[config.mk]
export PLATFORM = sky130hd
export DESIGN_NAME = status_ind
export DESIGN_NICKNAME = d
export VERILOG_FILES = /design/src/hdl/status_pkg.sv /design/src/hdl/flash_if.sv /design/src/hdl/flash_gen.sv /design/src/hdl/status_ind.sv
export SDC_FILE = /design/constraint.sdc
export NUM_CORES = 1
export LEC_CHECK = 0
export BUFFER_PORTS_ARGS = -buffer_cell sky130_fd_sc_hd__buf_2
export CORE_AREA = 8 8 117 119
export DETAILED_ROUTE_END_ITERATION = 16
export DIE_AREA = 0 0 125 127
export PLACE_DENSITY = 0.76
export SLEW_MARGIN = 20
export SYNTH_ARGS = -nofsm -noshare
export SYNTH_HDL_FRONTEND = slang
export SYNTH_SLANG_ARGS = --single-unit
[constraint.sdc]
create_clock -name clk -period 5.2 [get_ports clk]
set_clock_uncertainty 0.1 [all_clocks]
set_input_delay 0.26 -clock clk [delete_from_list [all_inputs] [get_ports clk]]
set_output_delay 0.26 -clock clk [all_outputs]
set_load 0.02 [all_outputs]
[src/hdl/status_pkg.sv]
package status_pkg;

  // ==========================================================================
  // Timing constants
  // ==========================================================================
  localparam int unsigned CLK_HZ          = 100_000_000;
  // Lamp test time in milliseconds, a longest time, so it rounds down.
  localparam int unsigned LAMP_MS         = 1000;
  localparam int unsigned LAMP_CYC        = CLK_HZ / 1000 * LAMP_MS;
  // Low-supply hysteresis time in milliseconds.
  localparam int unsigned HYST_MS         = 5000;
  localparam longint unsigned HYST_CYC    = 64'(CLK_HZ) / 1000 * HYST_MS;
  // Default prescaler: one flash step every 10 ms.
  localparam int unsigned PRESC_DEF       = 1_000_000;
  // Flash pattern is 10 steps; green lit for 2 steps gives 20%.
  localparam logic [3:0]  FLASH_STEPS     = 4'hA;
  localparam logic [3:0]  GREEN_STEPS     = 4'h2;
  localparam logic [3:0]  SLOW_HALF       = 4'h5;

  // ==========================================================================
  // Magnet spacing window in millimetres
  // ==========================================================================
  localparam logic [15:0] CLOSE_MIN_MM    = 16'h0019;
  localparam logic [15:0] CLOSE_MAX_MM    = 16'h0032;

  // ==========================================================================
  // Error codes reported on the bus variant
  // ==========================================================================
  localparam logic [15:0] ERR_NONE        = 16'h0000;
  localparam logic [15:0] ERR_CLOSE       = 16'h0100;
  localparam logic [15:0] ERR_LOW_SUPPLY  = 16'h0020;
  localparam logic [15:0] ERR_HIGH_TEMP   = 16'h0040;
  localparam logic [15:0] ERR_RANGE       = 16'h0003;
  localparam logic [15:0] ERR_MISSING     = 16'h0004;

  // Phase of the indicator sequencer.
  typedef enum logic [0:0] {
    PH_LAMP = 1'b0,
    PH_RUN  = 1'b1
  } phase_type;

endpackage : status_pkg

[src/hdl/flash_if.sv]
`timescale 1ns/10ps
// Flash timing signals from the pattern generator to the indicator logic.
interface flash_if;
  logic       step;
  logic [3:0] phase;

  modport gen (output step, output phase);
  modport use_side (input step, input phase);
endinterface : flash_if

[src/hdl/flash_gen.sv]
`timescale 1ns/10ps
// ============================================================================
// Flash pattern generator
// ============================================================================
module flash_gen #(
  parameter int unsigned PRESC_W = 24
) (
  input  wire logic               clk,
  input  wire logic               rst,
  input  wire logic [PRESC_W-1:0] presc,
  flash_if.gen                    fl
);

  // Refuses prescaler widths that the counter cannot serve.
  if (PRESC_W < 2 || PRESC_W > 32) begin : g_bad_width
    $error("PRESC_W out of range");
  end

  typedef struct packed {
    logic [PRESC_W-1:0] cnt;
    logic [3:0]         phase;
    logic               step;
  } gen_state_type;

  gen_state_type s_q;
  gen_state_type s_d;

  // Counts prescaler ticks and steps a ten-slot phase counter.
  // programmable prescaler
  always_comb begin
    s_d      = s_q;
    s_d.step = 1'b0;
    if (s_q.cnt >= presc - PRESC_W'(1)) begin
      s_d.cnt  = '0;
      s_d.step = 1'b1;
      s_d.phase = (s_q.phase == status_pkg::FLASH_STEPS - 4'h1) ? 4'h0 : s_q.phase + 4'h1;
    end else begin
      s_d.cnt = s_q.cnt + PRESC_W'(1);
    end
  end

  // Registers the generator state.
  always_ff @(posedge clk or posedge rst) begin
    if (rst) begin
      s_q <= '0;
    end else begin
      s_q <= s_d;
    end
  end

  assign fl.step  = s_q.step;
  assign fl.phase = s_q.phase;

  property p_phase_range;
    @(posedge clk) disable iff (rst) s_q.phase < status_pkg::FLASH_STEPS;
  endproperty
  a_phase_range: assert property (p_phase_range) else $error("flash phase out of range");

endmodule : flash_gen

[src/hdl/status_ind.sv]
`timescale 1ns/10ps
module status_ind #(
  parameter int unsigned          PRESC_W  = 24,
  parameter longint unsigned      HYST_CYC = status_pkg::HYST_CYC,
  parameter int unsigned          LAMP_CYC = status_pkg::LAMP_CYC
) (
  input  wire logic               clk,
  input  wire logic               rst,
  input  wire logic               can_variant,
  input  wire logic [PRESC_W-1:0] presc,
  input  wire logic               magnet_missing,
  input  wire logic               out_of_range,
  input  wire logic               bad_count,
  input  wire logic               two_magnets,
  input  wire logic [15:0]        spacing_mm,
  input  wire logic               high_temp,
  input  wire logic               supply_low,
  input  wire logic               flash_fault,
  output logic                    led_green,
  output logic                    led_red,
  output logic                    pos_valid,
  output logic                    force_high,
  output logic                    force_low,
  output logic [15:0]             err_code
);

  // Refuses cycle counts that the counters cannot serve.
  if (HYST_CYC < 2 || LAMP_CYC < 2) begin : g_bad_counts
    $error("counts too short");
  end

  flash_if fl ();

  // ==========================================================================
  // Flash timing
  // ==========================================================================
  flash_gen #(
    .PRESC_W (PRESC_W)
  ) u_flash (
    .clk   (clk),
    .rst   (rst),
    .presc (presc),
    .fl    (fl)
  );

  typedef struct packed {
    status_pkg::phase_type ph;
    logic [31:0]           lamp_cnt;
    logic [63:0]           hyst_cnt;
    logic                  low_filt;
    logic                  green;
    logic                  red;
    logic                  valid;
    logic                  hi;
    logic                  lo;
    logic [15:0]           code;
  } ind_state_type;

  ind_state_type s_q;
  ind_state_type s_d;

  logic close_hit;
  logic flash20;
  logic slow_on;
  logic half_on;

  // Decodes spacing and the flash slots.
  // spacing window
  assign close_hit = two_magnets && spacing_mm >= status_pkg::CLOSE_MIN_MM
                     && spacing_mm <= status_pkg::CLOSE_MAX_MM;
  assign flash20   = fl.phase < status_pkg::GREEN_STEPS;
  assign slow_on   = fl.phase < status_pkg::SLOW_HALF;
  assign half_on   = fl.phase < status_pkg::SLOW_HALF;

  // ==========================================================================
  // Indicator and output decision
  // ==========================================================================
  always_comb begin
    s_d = s_q;
    if (supply_low != s_q.low_filt) begin
      if (s_q.hyst_cnt >= HYST_CYC - 64'd1) begin
        s_d.low_filt = supply_low;
        s_d.hyst_cnt = '0;
      end else begin
        s_d.hyst_cnt = s_q.hyst_cnt + 64'd1;
      end
    end else begin
      s_d.hyst_cnt = '0;
    end
    case (s_q.ph)
      status_pkg::PH_LAMP: begin
        s_d.green = 1'b1;
        s_d.red   = 1'b1;
        s_d.valid = 1'b0;
        s_d.hi    = 1'b0;
        s_d.lo    = 1'b0;
        s_d.code  = status_pkg::ERR_NONE;
        if (s_q.lamp_cnt >= LAMP_CYC - 32'd1) begin
          s_d.ph = status_pkg::PH_RUN;
        end else begin
          s_d.lamp_cnt = s_q.lamp_cnt + 32'd1;
        end
      end
      status_pkg::PH_RUN: begin
        s_d.green = 1'b1;
        s_d.red   = 1'b0;
        s_d.valid = 1'b1;
        s_d.hi    = 1'b0;
        s_d.lo    = 1'b0;
        s_d.code  = status_pkg::ERR_NONE;
        if (can_variant) begin
          if (flash_fault) begin
            s_d.green = 1'b0;
            s_d.red   = half_on;
            s_d.valid = 1'b0;
          end else if (magnet_missing || out_of_range) begin
            s_d.green = flash20;
            s_d.red   = ~flash20;
            s_d.valid = 1'b0;
            s_d.code  = magnet_missing ? status_pkg::ERR_MISSING : status_pkg::ERR_RANGE;
          end else if (close_hit) begin
            s_d.green = flash20;
            s_d.red   = ~flash20;
            s_d.code  = status_pkg::ERR_CLOSE;
          end else if (s_q.low_filt) begin
            s_d.green = flash20;
            s_d.red   = ~flash20;
            s_d.code  = status_pkg::ERR_LOW_SUPPLY;
          end else if (high_temp) begin
            s_d.green = flash20;
            s_d.red   = ~flash20;
            s_d.code  = status_pkg::ERR_HIGH_TEMP;
          end else if (bad_count) begin
            s_d.green = flash20;
            s_d.red   = ~flash20;
          end
        end else begin
          if (flash_fault) begin
            s_d.green = half_on;
            s_d.red   = half_on;
            s_d.valid = 1'b0;
            s_d.hi    = 1'b1;
          end else if (magnet_missing || out_of_range) begin
            s_d.green = 1'b0;
            s_d.red   = 1'b1;
            s_d.valid = 1'b0;
            s_d.hi    = 1'b1;
          end else if (s_q.low_filt) begin
            s_d.green = 1'b0;
            s_d.red   = slow_on;
            s_d.valid = 1'b0;
            s_d.lo    = 1'b1;
          end else if (bad_count) begin
            s_d.green = 1'b0;
            s_d.red   = 1'b1;
          end else if (high_temp) begin
            s_d.green = 1'b0;
            s_d.red   = slow_on;
          end
        end
      end
      default: begin
        s_d.ph = status_pkg::PH_LAMP;
      end
    endcase
  end

  // Registers all state; outputs come straight from these flops.
  always_ff @(posedge clk or posedge rst) begin
    if (rst) begin
      s_q <= '0;
    end else begin
      s_q <= s_d;
    end
  end

  assign led_green  = s_q.green;
  assign led_red    = s_q.red;
  assign pos_valid  = s_q.valid;
  assign force_high = s_q.hi;
  assign force_low  = s_q.lo;
  assign err_code   = s_q.code;

  // ==========================================================================
  // Checks
  // ==========================================================================
  property p_lamp;
    @(posedge clk) disable iff (rst)
      (s_q.ph == status_pkg::PH_RUN) |=> (s_q.ph == status_pkg::PH_RUN);
  endproperty
  a_lamp: assert property (p_lamp) else $error("lamp test re-entered");

  property p_missing;
    @(posedge clk) disable iff (rst)
      (s_q.ph == status_pkg::PH_RUN && !can_variant && !flash_fault && magnet_missing)
      |=> (force_high && led_red && !led_green);
  endproperty
  a_missing: assert property (p_missing) else $error("missing magnet not shown");

  property p_count;
    @(posedge clk) disable iff (rst)
      (s_q.ph == status_pkg::PH_RUN && !can_variant && bad_count && !flash_fault
       && !magnet_missing && !out_of_range && !s_q.low_filt)
      |=> (pos_valid && led_red && !led_green);
  endproperty
  a_count: assert property (p_count) else $error("bad count indication wrong");

  property p_low;
    @(posedge clk) disable iff (rst)
      force_low |-> (!$past(can_variant) && $past(s_q.low_filt) && !led_green);
  endproperty
  a_low: assert property (p_low) else $error("forced low without filtered supply");

  property p_hyst;
    @(posedge clk) disable iff (rst)
      $changed(s_q.low_filt) |-> ($past(supply_low) == s_q.low_filt)
                                 && ($past(s_q.hyst_cnt) == HYST_CYC - 64'd1);
  endproperty
  a_hyst: assert property (p_hyst) else $error("filter changed wrongly");

  property p_normal;
    @(posedge clk) disable iff (rst)
      (s_q.ph == status_pkg::PH_RUN && can_variant && !flash_fault && !magnet_missing
       && !out_of_range && !close_hit && !s_q.low_filt && !high_temp && !bad_count)
      |=> (led_green && !led_red && pos_valid && err_code == 16'h0000);
  endproperty
  a_normal: assert property (p_normal) else $error("normal state wrong");

  property p_close;
    @(posedge clk) disable iff (rst)
      (s_q.ph == status_pkg::PH_RUN && can_variant && close_hit && !flash_fault
       && !magnet_missing && !out_of_range) |=> (err_code == 16'h0100 && pos_valid);
  endproperty
  a_close: assert property (p_close) else $error("close magnets not reported");

  property p_supply;
    @(posedge clk) disable iff (rst)
      (err_code == 16'h0020) |-> (pos_valid && (led_green != led_red));
  endproperty
  a_supply: assert property (p_supply) else $error("low supply code inconsistent");

  property p_sev;
    @(posedge clk) disable iff (rst)
      (s_q.ph == status_pkg::PH_RUN && magnet_missing) |=> !pos_valid;
  endproperty
  a_sev: assert property (p_sev) else $error("invalidating fault not first");

  property p_step;
    @(posedge clk) disable iff (rst)
      fl.step |-> $changed(fl.phase);
  endproperty
  a_step: assert property (p_step) else $error("flash step without phase change");

endmodule : status_ind

# --- Word level (Yosys, flattened, before mapping) ---
# Index checks and enable logic that the tools add are counted.
word_totals:
  output_inout_bits: 21
  inputBits: 50
  elab_cells: 68
  reg_bits: 147
op_classes:
  reduce_logical: 5
  n_addsub: 5
  magnitude_cmp: 7
  muxes: 34
  bitwise_logic: 3
  eq_ne: 2
ops:
  columns: ["cell", "n"]
  rows:
  - ["64-bit 2-to-1 mux", 2]
  - ["64-bit by 1-bit adder with 64-bit output (second input constant)", 1]
  - ["64-bit by 29-bit greater-or-equal comparator with 1-bit output (second input constant)", 1]
  - ["21-bit one-hot mux with 2 select lines", 1]
  - ["33-bit 2-to-1 mux", 1]
  - ["32-bit by 1-bit adder with 32-bit output (second input constant)", 1]
  - ["32-bit by 27-bit greater-or-equal comparator with 1-bit output (second input constant)", 1]
  - ["32-bit 2-to-1 mux", 1]
  - ["9-bit 2-to-1 mux", 3]
  - ["24-bit by 1-bit adder with 24-bit output (second input constant)", 1]
  - ["24-bit greater-or-equal comparator", 1]
  - ["24-bit 2-to-1 mux", 1]
  - ["24-bit by 1-bit subtractor with 24-bit output (second input constant)", 1]
  - ["2-bit 2-to-1 mux", 9]
  - ["16-bit by 5-bit greater-or-equal comparator with 1-bit output (second input constant)", 1]
  - ["16-bit by 6-bit <= comparator with 1-bit output (second input constant)", 1]
  - ["16-bit 2-to-1 mux", 1]
  - ["7-bit 2-to-1 mux", 2]
  - ["3-bit 2-to-1 mux", 4]
  - ["4-bit 2-to-1 mux", 2]
  - ["1-bit 2-to-1 mux", 7]
  - ["4-bit by 1-bit adder with 4-bit output (second input constant)", 1]
  - ["4-bit == test (second input constant)", 1]
  - ["4-bit by 2-bit less-than comparator with 1-bit output (second input constant)", 1]
  - ["other kinds (6)", 10]

# --- Logic depth before layout (Yosys ltp) ---
logic_depth:
  ltp_word: 10
  depth_mapped: 16
  mapped_depth_nobuf: 14

# --- Cells and area by module ---
# A second synthesis with hierarchy kept.
unflattened:
  hier_cells: 657
  area_unflattened_um2: 6991.7
modules_own_cells:
  columns: ["module", "instances", "cells_each", "area_per_inst_um2", "seq_area_each_um2"]
  rows:
  - ["status_ind", 1, 402, 4528.1, 2702.6]
  - ["flash_gen", 1, 255, 2463.6, 725.7]

# --- Worst setup path before layout ---
# OpenSTA, ideal clock, no wires.
synth_path:
  kind: "in2reg"
  from: "input presc[4]"
  to: "register u_flash.s_q[13] (netlist name)"
  path_buffers: 2
  stages: 15
  setup_slack_ps: 1204
  t_arrival_ps: 3825
  setup_ps: 71
  required_ps: 5029
  cell_sequence: "or3_4 > or3b_4 > or4_4 > nor3_4 > nand2_1 > xor2_1 > ha_1 > a21oi_1 > nand2_1 > a221o_1 > or3_1 > or2_2 > clkbuf_1 > buf_2 > nor2_1"
synth_lines:
  columns: ["element", "line", "text"]
  rows:
  - ["from (decl)", "status_ind.sv:10", "input wire logic [PRESC_W-1:0] presc,"]
  - ["to (signal assigned)", "flash_gen.sv:45", "s_q <= '0;"]
  - ["to (signal assigned)", "flash_gen.sv:47", "s_q <= s_d;"]
  - ["to (decl)", "flash_gen.sv:25", "gen_state_type s_q;"]

# --- Worst setup path after layout ---
layout_path:
  from: "input presc[4]"
  to: "register u_flash.s_q (netlist bit u_flash.fl.phase[0])"
layout_via:
  elab_chain_len: 2
layout_lines:
  columns: ["element", "line", "text"]
  rows:
  - ["24-bit by 1-bit subtractor with 24-bit output", "flash_gen.sv:33", "if (s_q.cnt >= presc - PRESC_W'(1)) begin"]
  - ["24-bit greater-or-equal comparator", "flash_gen.sv:33", null]
# No other way between the ends.
# A chain may end at the register's enable or synchronous reset.

==> run metrics <==
Leakage 0.003609 µW; Clk Latency, worst-skew pair 0.41 ns; status complete, no violations; hold path depth 2; multi-input logic area 0.003299 mm²; global route overflow 0; pre-CTS WS 0.8389 ns; site row count 40; Hold Crit Endpoint err_code[1]; Residual DRC 0; Data required, critical path 5.37 ns; Rel. slew slack 46.98%; Post-synth ARST share 100.0%; Reg power frac 46.1%; Clock Tree Buf Depth 2; final setup margin 1.250 ns; total CTS buffers 17; I/O pin cnt 71; CP max FO 25; CTS Root Cell clkbuf_16; final wirelength 13120 µm; Slew @ Worst Pin 0.7953 ns; Pint 1793 µW; Peak Freq 253.1 MHz; Crit Reg-Reg Startpoint s_q[22]; average cell area after synthesis 10.35 µm²; die width 125 µm; Hold Startpoint out_of_range; worst vdd ir 0.2274 mV; MaxCap Viol Count 0; Max Transition Viols Final 0; CTS tree done; Logic pwr share 4.5%; Hold Path Class in -> reg; antenna diode count 0; 1st-pass router iterations 4; setup TNS 0 ns; CP arrival 4.12 ns; initial antenna violation count 0; register area 0.003403 mm²; chip height 127 µm; IO buf count 60; # clock sinks 136; Core Area 0.01181 mm²; commonest non-fill, non-tap cell in the layout dfrtp_1; first-pass GRT wire length 22970 µm; H-tree depth 4; Worst Setup Path Type in -> reg; drt via density 5.416; final setup vio count 0; most frequent cells in the layout dfrtp_1 (136), nor2_1 (89), buf_2 (60); largest net degree at the start of global routing 95; sw frac 24.02%; r2r worst-path depth 7; sequential area share after synthesis 50.12%; Worst-path clk slew 0.06 ns; number of synthesized register bits 136; r2r setup slk 2.43 ns; gr usage total 17.38%; area grow syn2layout 15.79%; global placement routability congestion 0.8473; fin crit period 3.950 ns; cell area after synthesis 0.006790 mm²; vias in the first global route 5108; RSZ-0062 raised after global routing false; Post-synth EDFFs 0; DR iter-0 viols 310; Ys Warns 0; fillers 893; DR vias 4929; Crit. End Element register; HPWL Detailed 9387 µm; Layout Nets 828; Most used DFF post-synth dfrtp_1; post-synth cell types 61; reg-to-reg endpoint s_q[41]; share of cells above drive strength 1 14.42%; Final Hold Violating Endpoints 0; Power Density 300.1 mW/mm²; hold slack 0.03025 ns; initial core utilization 57.49%; CP startpoint kind input port; WL per Instance 14.42 µm; clock network power share 49.4%; Sw Pwr 566.9 µW; post-synthesis cell count 656; antenna viol nets, final 0; die area 0.01588 mm²; Final period util 75.97%
[critical path, cell delays in order]
cell	delay [ns]
buf_2	0.11
or3_4	0.39
or3b_4	0.42
or4_4	0.48
nor3_4	0.21
nand2_1	0.08
xor2_1	0.15
ha_1	0.31
a21oi_1	0.17
nand2_1	0.07
a221o_1	0.32
or3_1	0.40
or2_2	0.53
xor2_1	0.21
[registers in the layout, indices dropped and copies added, names as in the netlist]
signal	cells
led_red	1
led_green	1
err_code	5
force_low	1
pos_valid	1
u_flash.fl.phase	4
u_flash.s_q	24
force_high	1
s_q	98
[layout make-up]
cell class / instances / share of cell area, %
clock buffer: 17 / 5.411
timing repair buffer: 64 / 4.297
multi-input combinational: 517 / 41.96
tap: 147 / 2.339
inverter: 14 / 0.7320
clock inverter: 15 / 1.973
sequential: 136 / 43.28
[routing by layer]
| metal | up-vias | routed length [µm] | track usage (%) |
|---|---|---|---|
| li1 | 2415 | - | - |
| met1 | 2383 | 5780 | 20.51 |
| met2 | 116 | 6622 | 30.01 |
| met3 | 15 | 563 | 4.659 |
| met4 | 0 | 156 | 6.304 |
| met5 | - | 0 | 0 |
[synth_stat cells (all sizes together), types with 2 or more instances]
| library cell | instances | area share (%) |
|---|---|---|
| nor4 | 20 | 2.4 |
| or4 | 3 | 0.39 |
| inv | 14 | 0.77 |
| nor3b | 6 | 0.66 |
| nor3 | 25 | 2.1 |
| and4 | 7 | 0.90 |
| nor2b | 3 | 0.28 |
| a21oi | 14 | 1.0 |
| o221ai | 2 | 0.26 |
| a2111oi | 4 | 0.61 |
| ha | 28 | 5.2 |
| o21ai | 7 | 0.52 |
| mux2 | 2 | 0.33 |
| nand4 | 26 | 2.4 |
| nand3 | 28 | 2.1 |
| a21o | 2 | 0.22 |
| buf | 21 | 2.3 |
| xnor2 | 50 | 6.4 |
| nand2 | 47 | 2.6 |
| a211oi | 2 | 0.22 |
| a221o | 2 | 0.29 |
| nand2b | 3 | 0.28 |
| o211ai | 2 | 0.22 |
| nor2 | 89 | 4.9 |
| a211o | 2 | 0.26 |
| and3 | 18 | 1.7 |
| and2 | 5 | 0.46 |
| xor2 | 49 | 6.3 |
| or3 | 5 | 0.53 |
| clkbuf | 12 | 0.66 |
| or2 | 4 | 0.37 |
| dfrtp | 136 | 50 |
[worst max-delay path by stage]
| stage | startpoint | endpoint | slack [ns] | cells past startpoint |
|---|---|---|---|---|
| final | presc[4] | u_flash.fl.phase[0] | 1.25 | 14 |
| after global routing | presc[4] | u_flash.fl.phase[0] | 1.07 | 14 |
| after CTS | presc[4] | u_flash.fl.phase[0] | 1.25 | 14 |
| after detailed placement | presc[4] | u_flash.fl.phase[0] | 0.84 | 14 |
| after global placement | presc[4] | u_flash.fl.phase[0] | 0.92 | 14 |
| after floorplan | rst | err_code[1] | 1.20 | 1 |
[power by group through the flow]
stage	Clock (µW)	Combinational (µW)	Sequential, µW
floorplan	0	68.7	1100
global placement	0	98.0	1110
detailed placement	0	104	1110
CTS	1190	105	1090
global route	1240	123	1090
finish	1170	106	1090
[through the flow]
step                      area (µm²)  instances  utilization [%]  total power, µW
after floorplan                 6955        700                -             1172
after global placement          7247        875            61.36             1203
after detailed placement        7247        875            61.36             1211
after CTS                       7848        909            66.44             2382
after global routing            7863        910            66.57             2449
final                           7863        910            66.57             2360
[timing repair]
action	4_1_cts	5_1_grt
setup buffers	0	0
hold endpoints to repair	2	49
hold buffers	2	1
resized for setup	0	0
[cells by family after synthesis]
family,count (synthesis),synth area share (%)
AOI/OAI and AO/OA,46,4.699
xor gates and xnor gates,99,12.77
adders and majority gates,28,5.159
buffers and inverters,47,3.759
DFF,136,50.12
muxes,3,0.4791
other,1,0.05523
and+or+nand+nor,296,22.96
Note: power is estimated with default switching activity, not from simulation.
